### src/inc/fskrl_map.vh
`ifndef FSKRL_MAP_VH
`define FSKRL_MAP_VH

// Register indices; the byte address on the bus is four times the index.
`define FSKRL_IDX_SPACE_AMP   8'h63
`define FSKRL_IDX_SPACE_FREQ  8'h64
`define FSKRL_IDX_MARK_AMP    8'h65
`define FSKRL_IDX_MARK_FREQ   8'h66
`define FSKRL_IDX_RISE_GAIN   8'h67
`define FSKRL_IDX_FALL_GAIN   8'h68
`define FSKRL_IDX_MODE        8'h6C
`define FSKRL_IDX_RELOAD      8'h20
`define FSKRL_IDX_NORM_AMP    8'h70
`define FSKRL_IDX_NORM_FREQ   8'h71
`define FSKRL_IDX_TIMER       8'h72
`define FSKRL_IDX_SYMBOL      8'h73
`define FSKRL_IDX_STATUS      8'h74

// Field positions.
`define FSKRL_MODE_FSK_MODE_ENABLE_BIT  6
`define FSKRL_MODE_FLUSH_BIT  0
`define FSKRL_RELOAD_REL_BIT  6
`define FSKRL_SYMBOL_BIT      0

// Reset values.
`define FSKRL_COEF_RST        16'h0000
`define FSKRL_GAIN_RST        16'h8000
`define FSKRL_TIMER_RST       16'h0000

// Timing: one oscillator sample period, derived into clock cycles.
`define FSKRL_CLK_PERIOD_NS   25
`define FSKRL_SAMPLE_NS       125000
`define FSKRL_SAMPLE_CYC      (`FSKRL_SAMPLE_NS / `FSKRL_CLK_PERIOD_NS)

// Gain correction is an unsigned fixed-point factor with this many
// fraction bits, so the reset value above means unity gain.
`define FSKRL_GAIN_FRAC       15

`endif

### src/fskrl_fifo.v
`timescale 1ns/10ps
`default_nettype none

module fskrl_fifo #(
    parameter WIDTH = 1,
    parameter DEPTH = 32,
    parameter AW    = 5
) (
    // Clock and reset
    input  wire             mclk_i,
    input  wire             rst_n_i,
    // Control
    input  wire             flush_i,
    // Fill side
    input  wire             in_valid_i,
    input  wire [WIDTH-1:0] in_data_i,
    output wire             in_ready_o,
    // Drain side
    output wire             out_valid_o,
    output wire [WIDTH-1:0] out_data_o,
    input  wire             out_ready_i,
    // Status
    output wire [AW:0]      level_o
);

    reg [WIDTH-1:0] mem_q [0:DEPTH-1];
    reg [AW-1:0]    wr_ptr_q;
    reg [AW-1:0]    rd_ptr_q;
    reg [AW:0]      count_q;

    wire push;
    wire pop;

    assign in_ready_o  = (count_q != DEPTH[AW:0]);
    assign out_valid_o = (count_q != {(AW+1){1'b0}});
    assign out_data_o  = mem_q[rd_ptr_q];
    assign level_o     = count_q;
    assign push        = in_valid_i & in_ready_o & ~flush_i;
    assign pop         = out_valid_o & out_ready_i & ~flush_i;

    always @(posedge mclk_i) begin
        if (push) begin
            mem_q[wr_ptr_q] <= in_data_i;
        end
    end

    always @(posedge mclk_i or negedge rst_n_i) begin
        if (!rst_n_i) begin
            wr_ptr_q <= {AW{1'b0}};
            rd_ptr_q <= {AW{1'b0}};
            count_q  <= {(AW+1){1'b0}};
        end else if (flush_i) begin
            wr_ptr_q <= {AW{1'b0}};
            rd_ptr_q <= {AW{1'b0}};
            count_q  <= {(AW+1){1'b0}};
        end else begin
            if (push) begin
                wr_ptr_q <= (wr_ptr_q == DEPTH[AW-1:0] - 1'b1) ?
                            {AW{1'b0}} : wr_ptr_q + 1'b1;
            end
            if (pop) begin
                rd_ptr_q <= (rd_ptr_q == DEPTH[AW-1:0] - 1'b1) ?
                            {AW{1'b0}} : rd_ptr_q + 1'b1;
            end
            if (push && !pop) begin
                count_q <= count_q + 1'b1;
            end else if (pop && !push) begin
                count_q <= count_q - 1'b1;
            end
        end
    end

endmodule

`default_nettype wire

### src/fskrl_top.v
// Added by the designer: register access over Avalon-MM.
`timescale 1ns/10ps
`default_nettype none
`include "fskrl_map.vh"

module fskrl_top #(
    parameter SAMPLE_CYC = `FSKRL_SAMPLE_CYC,
    parameter SYM_DEPTH  = 32,
    parameter SYM_AW     = 5,
    parameter GAIN_FRAC  = `FSKRL_GAIN_FRAC
) (
    // Clock and reset
    input  wire        mclk_i,
    input  wire        rst_n_i,
    // Avalon-MM slave
    input  wire [9:0]  avs_address_i,
    input  wire        avs_read_i,
    input  wire        avs_write_i,
    input  wire [31:0] avs_writedata_i,
    output wire [31:0] avs_readdata_o,
    output wire        avs_waitrequest_o,
    // Oscillator 1 coefficient load
    output wire [15:0] osc_one_amplitude_coef_o,
    output wire [15:0] osc_one_frequency_coef_o,
    output wire        osc_one_load_o,
    output wire        fsk_symbol_o
);

    localparam [15:0] GAIN_UNITY = 16'h8000;

    // Transfer state machine of the bus slave, one-hot.
    localparam [2:0] ST_IDLE = 3'b001;
    localparam [2:0] ST_ACK  = 3'b010;
    localparam [2:0] ST_REST = 3'b100;

    // Coefficient and control registers.
    reg [15:0] fsk_space_amplitude_q;
    reg [15:0] fsk_space_frequency_q;
    reg [15:0] fsk_mark_amplitude_q;
    reg [15:0] fsk_mark_frequency_q;
    reg [15:0] fsk_rise_gain_correction_q;
    reg [15:0] fsk_fall_gain_correction_q;
    reg [15:0] osc_one_amplitude_coef_q;
    reg [15:0] osc_one_frequency_coef_q;
    reg [15:0] osc_one_active_timer_q;
    reg        fsk_mode_enable_q;
    reg        oscillator_reload_enable_q;
    reg        flush_q;

    // Bus slave state.
    reg [2:0]  bus_st_q;
    reg [2:0]  bus_st_d;
    reg        waitreq_q;
    reg [31:0] rdata_q;
    reg [31:0] rdata_d;

    // Sample tick divider and active timer.
    reg [12:0] div_q;
    reg        tick_q;
    reg [15:0] timer_cnt_q;
    reg [15:0] expiry_cnt_q;

    // Oscillator 1 outputs.
    reg [15:0] amp_out_q;
    reg [15:0] freq_out_q;
    reg        load_q;
    reg        symbol_q;

    // Symbol queue hookup.
    wire       fifo_in_ready;
    wire       fifo_out_valid;
    wire [0:0] fifo_out_data;
    wire       fifo_pop;
    wire [SYM_AW:0] fifo_level;

    wire [7:0] idx;
    wire       req;
    wire       sym_write;
    wire       can_accept;
    wire       do_write;
    wire       enhanced;
    wire       expire;
    wire       next_sym;
    wire       rising;
    wire       falling;

    reg  [15:0] base_amp;
    reg  [15:0] base_freq;
    reg  [31:0] gain_prod;
    reg  [15:0] gain_sel;
    reg  [15:0] amp_next;

    assign idx       = avs_address_i[9:2];
    assign req       = avs_read_i | avs_write_i;
    assign sym_write = avs_write_i && (idx == `FSKRL_IDX_SYMBOL);
    // A symbol write against a full queue stays in wait until room appears.
    assign can_accept = ~sym_write | fifo_in_ready;
    assign do_write   = (bus_st_q == ST_ACK) && avs_write_i;

    assign enhanced = fsk_mode_enable_q & oscillator_reload_enable_q;
    assign expire   = tick_q && (osc_one_active_timer_q != 16'h0000) &&
                      (timer_cnt_q == 16'h0000);
    // An empty queue holds the line at mark, the idle state of FSK.
    assign next_sym = fifo_out_valid ? fifo_out_data[0] : 1'b1;
    assign fifo_pop = expire & enhanced & fifo_out_valid;
    assign rising   = ~symbol_q & next_sym;
    assign falling  = symbol_q & ~next_sym;

    fskrl_fifo #(
        .WIDTH (1),
        .DEPTH (SYM_DEPTH),
        .AW    (SYM_AW)
    ) u_sym_fifo (
        .mclk_i      (mclk_i),
        .rst_n_i     (rst_n_i),
        .flush_i     (flush_q),
        .in_valid_i  (do_write && (idx == `FSKRL_IDX_SYMBOL)),
        .in_data_i   (avs_writedata_i[`FSKRL_SYMBOL_BIT]),
        .in_ready_o  (fifo_in_ready),
        .out_valid_o (fifo_out_valid),
        .out_data_o  (fifo_out_data),
        .out_ready_i (fifo_pop),
        .level_o     (fifo_level)
    );

    // Bus slave: a request is answered with one cycle of waitrequest low.
    always @* begin
        bus_st_d = bus_st_q;
        case (bus_st_q)
            ST_IDLE: begin
                if (req && can_accept) begin
                    bus_st_d = ST_ACK;
                end
            end
            ST_ACK: begin
                bus_st_d = ST_REST;
            end
            ST_REST: begin
                bus_st_d = ST_IDLE;
            end
            default: begin
                bus_st_d = ST_IDLE;
            end
        endcase
    end

    always @* begin
        rdata_d = 32'h0000_0000;
        case (idx)
            `FSKRL_IDX_SPACE_AMP:  rdata_d[15:0] = fsk_space_amplitude_q;
            `FSKRL_IDX_SPACE_FREQ: rdata_d[15:0] = fsk_space_frequency_q;
            `FSKRL_IDX_MARK_AMP:   rdata_d[15:0] = fsk_mark_amplitude_q;
            `FSKRL_IDX_MARK_FREQ:  rdata_d[15:0] = fsk_mark_frequency_q;
            `FSKRL_IDX_RISE_GAIN:  rdata_d[15:0] = fsk_rise_gain_correction_q;
            `FSKRL_IDX_FALL_GAIN:  rdata_d[15:0] = fsk_fall_gain_correction_q;
            `FSKRL_IDX_NORM_AMP:   rdata_d[15:0] = osc_one_amplitude_coef_q;
            `FSKRL_IDX_NORM_FREQ:  rdata_d[15:0] = osc_one_frequency_coef_q;
            `FSKRL_IDX_TIMER:      rdata_d[15:0] = osc_one_active_timer_q;
            `FSKRL_IDX_MODE: begin
                rdata_d[`FSKRL_MODE_FSK_MODE_ENABLE_BIT] = fsk_mode_enable_q;
            end
            `FSKRL_IDX_RELOAD: begin
                rdata_d[`FSKRL_RELOAD_REL_BIT] = oscillator_reload_enable_q;
            end
            `FSKRL_IDX_STATUS: begin
                rdata_d[0]     = symbol_q;
                rdata_d[1]     = enhanced;
                rdata_d[2]     = ~fifo_out_valid;
                rdata_d[3]     = ~fifo_in_ready;
                rdata_d[13:8]  = {{(5-SYM_AW){1'b0}}, fifo_level};
                rdata_d[31:16] = expiry_cnt_q;
            end
            default: rdata_d = 32'h0000_0000;
        endcase
    end

    always @(posedge mclk_i or negedge rst_n_i) begin
        if (!rst_n_i) begin
            bus_st_q  <= ST_IDLE;
            waitreq_q <= 1'b1;
            rdata_q   <= 32'h0000_0000;
        end else begin
            bus_st_q  <= bus_st_d;
            waitreq_q <= ~((bus_st_q == ST_IDLE) && req && can_accept);
            if ((bus_st_q == ST_IDLE) && avs_read_i) begin
                rdata_q <= rdata_d;
            end
        end
    end

    // Register writes.
    always @(posedge mclk_i or negedge rst_n_i) begin
        if (!rst_n_i) begin
            fsk_space_amplitude_q      <= `FSKRL_COEF_RST;
            fsk_space_frequency_q      <= `FSKRL_COEF_RST;
            fsk_mark_amplitude_q       <= `FSKRL_COEF_RST;
            fsk_mark_frequency_q       <= `FSKRL_COEF_RST;
            fsk_rise_gain_correction_q <= `FSKRL_GAIN_RST;
            fsk_fall_gain_correction_q <= `FSKRL_GAIN_RST;
            osc_one_amplitude_coef_q   <= `FSKRL_COEF_RST;
            osc_one_frequency_coef_q   <= `FSKRL_COEF_RST;
            osc_one_active_timer_q     <= `FSKRL_TIMER_RST;
            fsk_mode_enable_q          <= 1'b0;
            oscillator_reload_enable_q <= 1'b0;
            flush_q                    <= 1'b0;
        end else begin
            flush_q <= 1'b0;
            if (do_write) begin
                case (idx)
                    `FSKRL_IDX_SPACE_AMP:
                        fsk_space_amplitude_q <= avs_writedata_i[15:0];
                    `FSKRL_IDX_SPACE_FREQ:
                        fsk_space_frequency_q <= avs_writedata_i[15:0];
                    `FSKRL_IDX_MARK_AMP:
                        fsk_mark_amplitude_q <= avs_writedata_i[15:0];
                    `FSKRL_IDX_MARK_FREQ:
                        fsk_mark_frequency_q <= avs_writedata_i[15:0];
                    `FSKRL_IDX_RISE_GAIN:
                        fsk_rise_gain_correction_q <= avs_writedata_i[15:0];
                    `FSKRL_IDX_FALL_GAIN:
                        fsk_fall_gain_correction_q <= avs_writedata_i[15:0];
                    `FSKRL_IDX_NORM_AMP:
                        osc_one_amplitude_coef_q <= avs_writedata_i[15:0];
                    `FSKRL_IDX_NORM_FREQ:
                        osc_one_frequency_coef_q <= avs_writedata_i[15:0];
                    `FSKRL_IDX_TIMER:
                        osc_one_active_timer_q <= avs_writedata_i[15:0];
                    `FSKRL_IDX_MODE: begin
                        fsk_mode_enable_q <=
                            avs_writedata_i[`FSKRL_MODE_FSK_MODE_ENABLE_BIT];
                        flush_q <= avs_writedata_i[`FSKRL_MODE_FLUSH_BIT];
                    end
                    `FSKRL_IDX_RELOAD: begin
                        oscillator_reload_enable_q <=
                            avs_writedata_i[`FSKRL_RELOAD_REL_BIT];
                    end
                    default: begin
                        flush_q <= 1'b0;
                    end
                endcase
            end
        end
    end

    // Sample tick divider.
    always @(posedge mclk_i or negedge rst_n_i) begin
        if (!rst_n_i) begin
            div_q  <= 13'h0000;
            tick_q <= 1'b0;
        end else if (div_q == SAMPLE_CYC[12:0] - 13'h0001) begin
            div_q  <= 13'h0000;
            tick_q <= 1'b1;
        end else begin
            div_q  <= div_q + 13'h0001;
            tick_q <= 1'b0;
        end
    end

    // Active timer of oscillator 1: counts samples, reloads on expiry.
    // A timer value of zero stops the oscillator from reloading at all.
    always @(posedge mclk_i or negedge rst_n_i) begin
        if (!rst_n_i) begin
            timer_cnt_q  <= 16'h0000;
            expiry_cnt_q <= 16'h0000;
        end else if (tick_q) begin
            if (osc_one_active_timer_q == 16'h0000) begin
                timer_cnt_q <= 16'h0000;
            end else if (timer_cnt_q == 16'h0000) begin
                timer_cnt_q  <= osc_one_active_timer_q - 16'h0001;
                expiry_cnt_q <= expiry_cnt_q + 16'h0001;
            end else begin
                timer_cnt_q <= timer_cnt_q - 16'h0001;
            end
        end
    end

    // Coefficient selection for the reload at expiry.
    always @* begin
        base_amp  = osc_one_amplitude_coef_q;
        base_freq = osc_one_frequency_coef_q;
        gain_sel  = GAIN_UNITY;
        if (enhanced) begin
            if (next_sym) begin
                base_amp  = fsk_mark_amplitude_q;
                base_freq = fsk_mark_frequency_q;
            end else begin
                base_amp  = fsk_space_amplitude_q;
                base_freq = fsk_space_frequency_q;
            end
            if (rising) begin
                gain_sel = fsk_rise_gain_correction_q;
            end else if (falling) begin
                gain_sel = fsk_fall_gain_correction_q;
            end
        end
        gain_prod = base_amp * gain_sel;
        amp_next  = gain_prod[GAIN_FRAC +: 16];
    end

    always @(posedge mclk_i or negedge rst_n_i) begin
        if (!rst_n_i) begin
            amp_out_q  <= 16'h0000;
            freq_out_q <= 16'h0000;
            load_q     <= 1'b0;
            symbol_q   <= 1'b1;
        end else begin
            load_q <= expire;
            if (expire) begin
                amp_out_q  <= amp_next;
                freq_out_q <= base_freq;
                if (enhanced) begin
                    symbol_q <= next_sym;
                end
            end
        end
    end

    assign avs_readdata_o           = rdata_q;
    assign avs_waitrequest_o        = waitreq_q;
    assign osc_one_amplitude_coef_o = amp_out_q;
    assign osc_one_frequency_coef_o = freq_out_q;
    assign osc_one_load_o           = load_q;
    assign fsk_symbol_o             = symbol_q;

endmodule

`default_nettype wire

### config.mk
export PLATFORM = sky130hd
export DESIGN_NAME = fskrl_top
export DESIGN_NICKNAME = d
export VERILOG_FILES = /design/src/fskrl_fifo.v /design/src/fskrl_top.v
export VERILOG_INCLUDE_DIRS = /design/src /design/src/inc
export SDC_FILE = /design/constraint.sdc
export NUM_CORES = 1
export LEC_CHECK = 0
export ABC_AREA = 1
export BUFFER_PORTS_ARGS = -buffer_cell sky130_fd_sc_hd__buf_2
export CAP_MARGIN = 5
export CORE_ASPECT_RATIO = 1.2
export CORE_UTILIZATION = 48
export CTS_BUF_LIST = sky130_fd_sc_hd__clkbuf_4 sky130_fd_sc_hd__clkbuf_8
export DETAILED_ROUTE_END_ITERATION = 12
export PLACE_DENSITY = 0.65
export SYNTH_ARGS = -nofsm -noshare
export SYNTH_HDL_FRONTEND = slang
export SYNTH_SLANG_ARGS = --single-unit
### constraint.sdc
create_clock -name mclk_i -period 9.4 [get_ports mclk_i]
set_input_delay 0.47 -clock mclk_i [delete_from_list [all_inputs] [get_ports mclk_i]]
set_output_delay 0.47 -clock mclk_i [all_outputs]
set_load 0.005 [all_outputs]
==> results.cfg, run 1 <==
[synth]
synthesis.area_um2 = 23200
synth_top_area_cell = dfrtp_1
synthArstFlopShare_pct = 89.7
synth_area_leaders = dfrtp_1, fa_1, nand2_1
synth-seq-cells = 311
synth_top_area_share_pct = 29.6
synth-edff-count = 32
synth_common_cells = nand2_1, inv_1, dfrtp_1
syn_avg_cell_area_um2 = 8.33
synth-seq-area-share_pct = 34.3
synth_warnings = 0
synthCells = 2783
synth_cell_type_count = 59
synth_ff_type = dfrtp_1
synth_nets = 3133
synth.most_common_cell = nand2_1

[setup_path]
r2r.worst_path.cells = 32
path_max_fanout = 27
cp_slowest_cell = o21ai_0
cp.depth = 32
critPathMaxStageDelay_ps = 710
cp_top_family = adder cells
path_buf_inv = 7
critPathArrivalTime_ps = 9070
r2r_slack_ps = 840
critical_path_class = reg -> reg
cp-start-kind = flip-flop
worstSetupEndpointType = flip-flop
required_ps = 9910

[sta]
grt_setup_unrepaired = false
report.final.slew_viol_count = 0
worstMarginPinSlew_ps = 1280
finalHoldViolCount = 0
fin_skew_ps = 52.3
finalSetupViolations = 0
fin_setup_tns_ps = 0
min_period_ps = 8560
period_share_pct = 91.1
relSlewSlack_pct = 14.5
fmax_mhz = 117

[global_route]
grt_antenna_before_repair = 1
first_global_vias = 19952
grt_pass1_wl_um = 111000
grt_max_degree = 184
grt_usage_pct = 29.4
overflow = 0

[detailed_routing]
drtPass1Iterations = 6
routedWlPerCell_um = 19.9
drtAntennaViolNets = 0
via_per_inst = 5.52
first_iter_violations = 1459
vias = 19539
drt-total-wl_um = 70400
drcViolationCount = 0

[floorplan]
die-area_um2 = 49200
num_rows = 87
boundaryPins = 113
die_height_um = 243
core_um2 = 47400
die_width_um = 203
start_util_pct = 49.0

[final_layout]
area_growth_pct = 9.50
fillerInstances = 4482
drive_gt1_share_pct = 10.0
nets = 3227

[clock_network]
cts_resized = 0
root_buffer = clkbuf_8
cts_buffers = 52
cts_tree = built
clkTransAtPathRegs_ps = 60
cts_max_path_buffers = 3
clock-sinks = 311
clkLatencyLatePin_ps = 670
htree_levels = 2
post-cts-setup-buffer-count = 0

[worst_hold_path]
min_path_cells = 4
hold_class = in -> reg

[power_and_ir_drop]
power_density_nw_per_um2 = 111
p_leak_nw = 12.5
peakVddDrop_mv = 0.117
finalPower_mw = 2.81

[place]
gp_congestion = 0.954
dp_hpwl_um = 53900
port_buffers = 94

[status]
outcome = finished clean

[job]
maxCapViolCount = 0
final timing paths:
kind,startpoint,endpoint
worst max register to register,u_sym_fifo.rd_ptr_q[1]$_DFFE_PN0P_,osc_one_amplitude_coef_o[13]$_DFFE_PN0P_
min in group asynchronous,rst_n_i,osc_one_amplitude_coef_o[5]$_DFFE_PN0P_
worst min-delay path,avs_read_i,avs_waitrequest_o$_DFF_PN1_
worst max-delay path,u_sym_fifo.rd_ptr_q[1]$_DFFE_PN0P_,osc_one_amplitude_coef_o[13]$_DFFE_PN0P_
worst min register to register,bus_st_q[2]$_DFFE_PN0P_,bus_st_q[2]$_DFFE_PN0P_
max in group asynchronous,rst_n_i,avs_readdata_o[20]$_DFFE_PN0P_
repair_timing:
| action | in CTS | in global routing |
|---|---|---|
| hold buffers | 1 | 0 |
| endpoints found under the setup margin | 0 | 0 |
| hold endpoints to repair | 95 | 0 |
cells in the final DEF, fill, tap and decap left out, types with 16 or more instances in the layout:
| master | n |
|---|---|
| a221oi_1 | 31 |
| nor3_1 | 23 |
| dfrtp_1 | 274 |
| mux2_2 | 16 |
| xor2_1 | 31 |
| buf_2 | 93 |
| nor2_1 | 256 |
| buf_4 | 34 |
| nand3_1 | 110 |
| fa_1 | 193 |
| a21oi_1 | 84 |
| edfxtp_1 | 32 |
| o22ai_1 | 42 |
| o21ai_0 | 235 |
| ha_1 | 111 |
| nand2_1 | 589 |
| inv_1 | 484 |
| clkbuf_8 | 63 |
layout make-up:
class / count / area (um2) / share of cell area [%]
Antenna cell: 2 / 5.00 / 0.0197
Clock buffer: 77 / 972 / 3.83
Clock inverter: 15 / 83.8 / 0.330
Inverter: 500 / 1880 / 7.40
Multi-Input combinational cell: 1882 / 12900 / 51.0
Sequential cell: 311 / 7950 / 31.3
Tap cell: 623 / 779 / 3.07
Timing Repair Buffer: 130 / 766 / 3.02
tightest hold or removal path: stages:
cell     delay, ps
buf_2           90
o21ai_0         70
inv_1           50
nand2_1        100
power by group:
| part | internal (mW) | switching [mW] | total (mW) |
|---|---|---|---|
| combinational | 0.0458 | 0.130 | 0.176 |
| clock | 0.662 | 0.578 | 1.24 |
| sequential | 1.38 | 0.0146 | 1.40 |
| total | 2.09 | 0.722 | 2.81 |
cells by family (layout without fill, tap and decap cells):
family / Yosys count / in the layout / synth area share, %
buffers and inverters: 590 / 722 / 9.94
adders and majority gates: 304 / 304 / 22.7
DFF: 311 / 311 / 34.3
and+or+nand+nor: 1045 / 1045 / 18.8
AOI/OAI and AO/OA: 475 / 475 / 12.0
xor gates and xnor gates: 42 / 42 / 1.59
other: 0 / 2 / 0
muxes: 16 / 16 / 0.777
stage by stage:
| step | setup WS (ps) | std cells | util [%] | instance area [um2] | hold WS (ps) |
|---|---|---|---|---|---|
| 2_1_floorplan | 2740 | 2783 | - | 23200 | 174 |
| 3_3_place_gp | 1050 | 3445 | 51.3 | 24300 | 441 |
| 3_5_place_dp | 958 | 3445 | 51.3 | 24300 | 446 |
| 4_1_cts | 952 | 3538 | 53.6 | 25400 | 161 |
| 5_1_grt | 520 | 3539 | 53.6 | 25400 | 169 |
| 6_report | 838 | 3540 | 53.6 | 25400 | 170 |
metal layers:
metal	GRT usage [%]	routed length [um]
met4	16.8	3990
met2	51.9	35700
met5	0	0
met1	34.1	26800
met3	4.03	3920
Note: power is estimated with default switching activity, not from simulation.
==> inputs of run 2 (changes only) <==
ABC_AREA = unset   (was 1)
PLACE_DENSITY = 0.62   (was 0.65)
==> results.cfg, run 2 <==
[status]
outcome = complete, but fails checks
violations = negative hold slack

[detailed_routing]
first_iter_violations = 1236
routedWlPerCell_um = 21.5
drcViolationCount = 0
drtPass1Iterations = 5
drtAntennaViolNets = 0
drt-total-wl_um = 66600
via_per_inst = 5.77
vias = 17873

[setup_path]
r2r-start = u_sym_fifo.rd_ptr_q[0]$_DFFE_PN0P_
r2r-end = osc_one_amplitude_coef_o[13]$_DFFE_PN0P_
r2r.worst_path.cells = 28
worstSetupEndpointType = flip-flop
cp_top_family = adder cells
crit_path_frequent_cell = fa_1
cp_slowest_cell = fa_1
cp-start-kind = flip-flop
path_buf_inv = 5
critical_path_class = reg -> reg
path_max_fanout = 23
r2r_slack_ps = 480
critPathMaxStageDelay_ps = 580
required_ps = 9850
critPathArrivalTime_ps = 9370

[synth]
synth_nets = 2695
synth-seq-cells = 311
synth_top_area_cell = dfrtp_1
synth_ff_type = dfrtp_1
syn_avg_cell_area_um2 = 9.84
synth_common_cells = nand2_1, dfrtp_1, inv_1
synthCells = 2345
synth.most_common_cell = nand2_1
synthArstFlopShare_pct = 89.7
synth_cell_type_count = 73
synth-edff-count = 32
synthesis.area_um2 = 23100
synth_warnings = 0
synth_top_area_share_pct = 29.7
synth_area_leaders = dfrtp_1, fa_1, mux2_2
synth-seq-area-share_pct = 34.5

[final_layout]
drive_gt1_share_pct = 17.8
nets = 2788
fillerInstances = 4327
fin_util_pct = 53.9
area_growth_pct = 10.4
final_cell_mix = nand2_1, dfrtp_1, inv_1
antennaDiodeCount = 0
final_area_um2 = 25500
layout_commonest_cell = nand2_1

[place]
dpl_cell_area_um2 = 24400
port_buffers = 94
gp_congestion = 0.954
dp_hpwl_um = 50000

[clock_network]
cts_tree = built
post-cts-setup-buffer-count = 0
clock-sinks = 311
htree_levels = 2
cts_max_path_buffers = 3
cts_buffers = 50
clkLatencyLatePin_ps = 630
root_buffer = clkbuf_8
clkTransAtPathRegs_ps = 70

[global_route]
grt_antenna_before_repair = 0
grt_pass1_wl_um = 106000
grt_usage_pct = 27.9
first_global_vias = 18703
grt_max_degree = 132
overflow = 0

[sta]
worstMarginPinSlew_ps = 1120
period_share_pct = 94.9
relSlewSlack_pct = 25.0
grt_setup_unrepaired = false
finalSetupViolations = 0
min_period_ps = 8920
report.final.slew_viol_count = 0
finalHoldViolCount = 17
hold_ws_ps = -72.6
fin_skew_ps = 57.0
fmax_mhz = 112
fin_setup_tns_ps = 0

[floorplan]
num_rows = 87
die-area_um2 = 49000
die_height_um = 242
die_width_um = 202
start_util_pct = 48.8
boundaryPins = 113
core_um2 = 47200

[power_and_ir_drop]
p_leak_nw = 12.6
peakVddDrop_mv = 0.135
finalPower_mw = 2.98
power_density_nw_per_um2 = 117

[worst_hold_path]
hold_class = in -> async

[job]
maxCapViolCount = 0
## run 2: changes by cell type in the layout (fill, tap and decap cells not counted), sizes merged, moves of 38 or more
cell / previous run / this run
nand2: 603 / 332
inv: 496 / 253
o21ai: 253 / 82
mux2: 16 / 159
nor2: 261 / 202
nand3: 113 / 58
mux2i: 0 / 43
and2: 0 / 38
## run 2: report_power, final
group | total [mW] | leakage, nW | switching, mW | internal (mW)
Sequential | 1.45 | 4.11 | 0.0436 | 1.41
Combinational | 0.259 | 7.91 | 0.168 | 0.0912
Clock | 1.27 | 0.563 | 0.555 | 0.712
## run 2: kinds of logic (layout without fill, tap and decap cells)
family | count (synthesis) | count (layout) | share of synthesized area, %
AO/OA/AOI/OAI | 354 | 354 | 9.96
XOR/XNOR | 48 | 48 | 1.85
adder cells (fa/ha/maj) | 304 | 304 | 22.8
buffers and inverters | 369 | 497 | 6.14
flip-flops | 311 | 311 | 34.5
multiplexers | 211 | 211 | 10.5
AND/OR/NAND/NOR | 748 | 748 | 14.3
## run 2: per-layer routing
layer | GRT usage, % | vias up | wire (um) | part of all wire, %
li1 | - | 8081 | - | -
met1 | 34.4 | 9072 | 26400 | 40
met2 | 47.6 | 551 | 33000 | 49
met3 | 3.58 | 169 | 3310 | 5.0
met4 | 15.2 | 0 | 3910 | 5.9
met5 | 0 | - | 0 | 0
## run 2: timing repair
action,CTS,global route
endpoints found under the setup margin,0,11
gates resized for setup,0,4
hold buffers,0,0
## run 2: worst max-delay path by stage
stage | start | endpoint | slack, ps | cells past startpoint
2_1_floorplan | u_sym_fifo.rd_ptr_q[0]$_DFFE_PN0P_ | osc_one_amplitude_coef_o[15]$_DFFE_PN0P_ | 1420 | 35
3_3_place_gp | u_sym_fifo.rd_ptr_q[0]$_DFFE_PN0P_ | osc_one_amplitude_coef_o[12]$_DFFE_PN0P_ | 310 | 28
3_5_place_dp | u_sym_fifo.rd_ptr_q[0]$_DFFE_PN0P_ | osc_one_amplitude_coef_o[15]$_DFFE_PN0P_ | 220 | 28
4_1_cts | u_sym_fifo.rd_ptr_q[0]$_DFFE_PN0P_ | osc_one_amplitude_coef_o[14]$_DFFE_PN0P_ | 130 | 28
5_1_grt | u_sym_fifo.rd_ptr_q[0]$_DFFE_PN0P_ | osc_one_amplitude_coef_o[12]$_DFFE_PN0P_ | 30 | 28
6_report | u_sym_fifo.rd_ptr_q[0]$_DFFE_PN0P_ | osc_one_amplitude_coef_o[13]$_DFFE_PN0P_ | 480 | 28
## run 2: layout make-up
class	count	area [um2]	area share (%)
clock buffers	80	976	3.83
well taps	623	779	3.06
clock inverters	7	104	0.408
repair buffers	158	961	3.77
flip-flops and latches	311	7950	31.2
multi-input cells	1665	13700	54.0
inverters	252	946	3.72
## run 2: metrics by stage
| step | cells | setup WS [ps] |
|---|---|---|
| 6_report | 3096 | 477 |
| 5_1_grt | 3096 | 29.6 |
| 4_1_cts | 3096 | 130 |
| 3_5_place_dp | 3009 | 221 |
| 3_3_place_gp | 3009 | 311 |
| 2_1_floorplan | 2345 | 1420 |
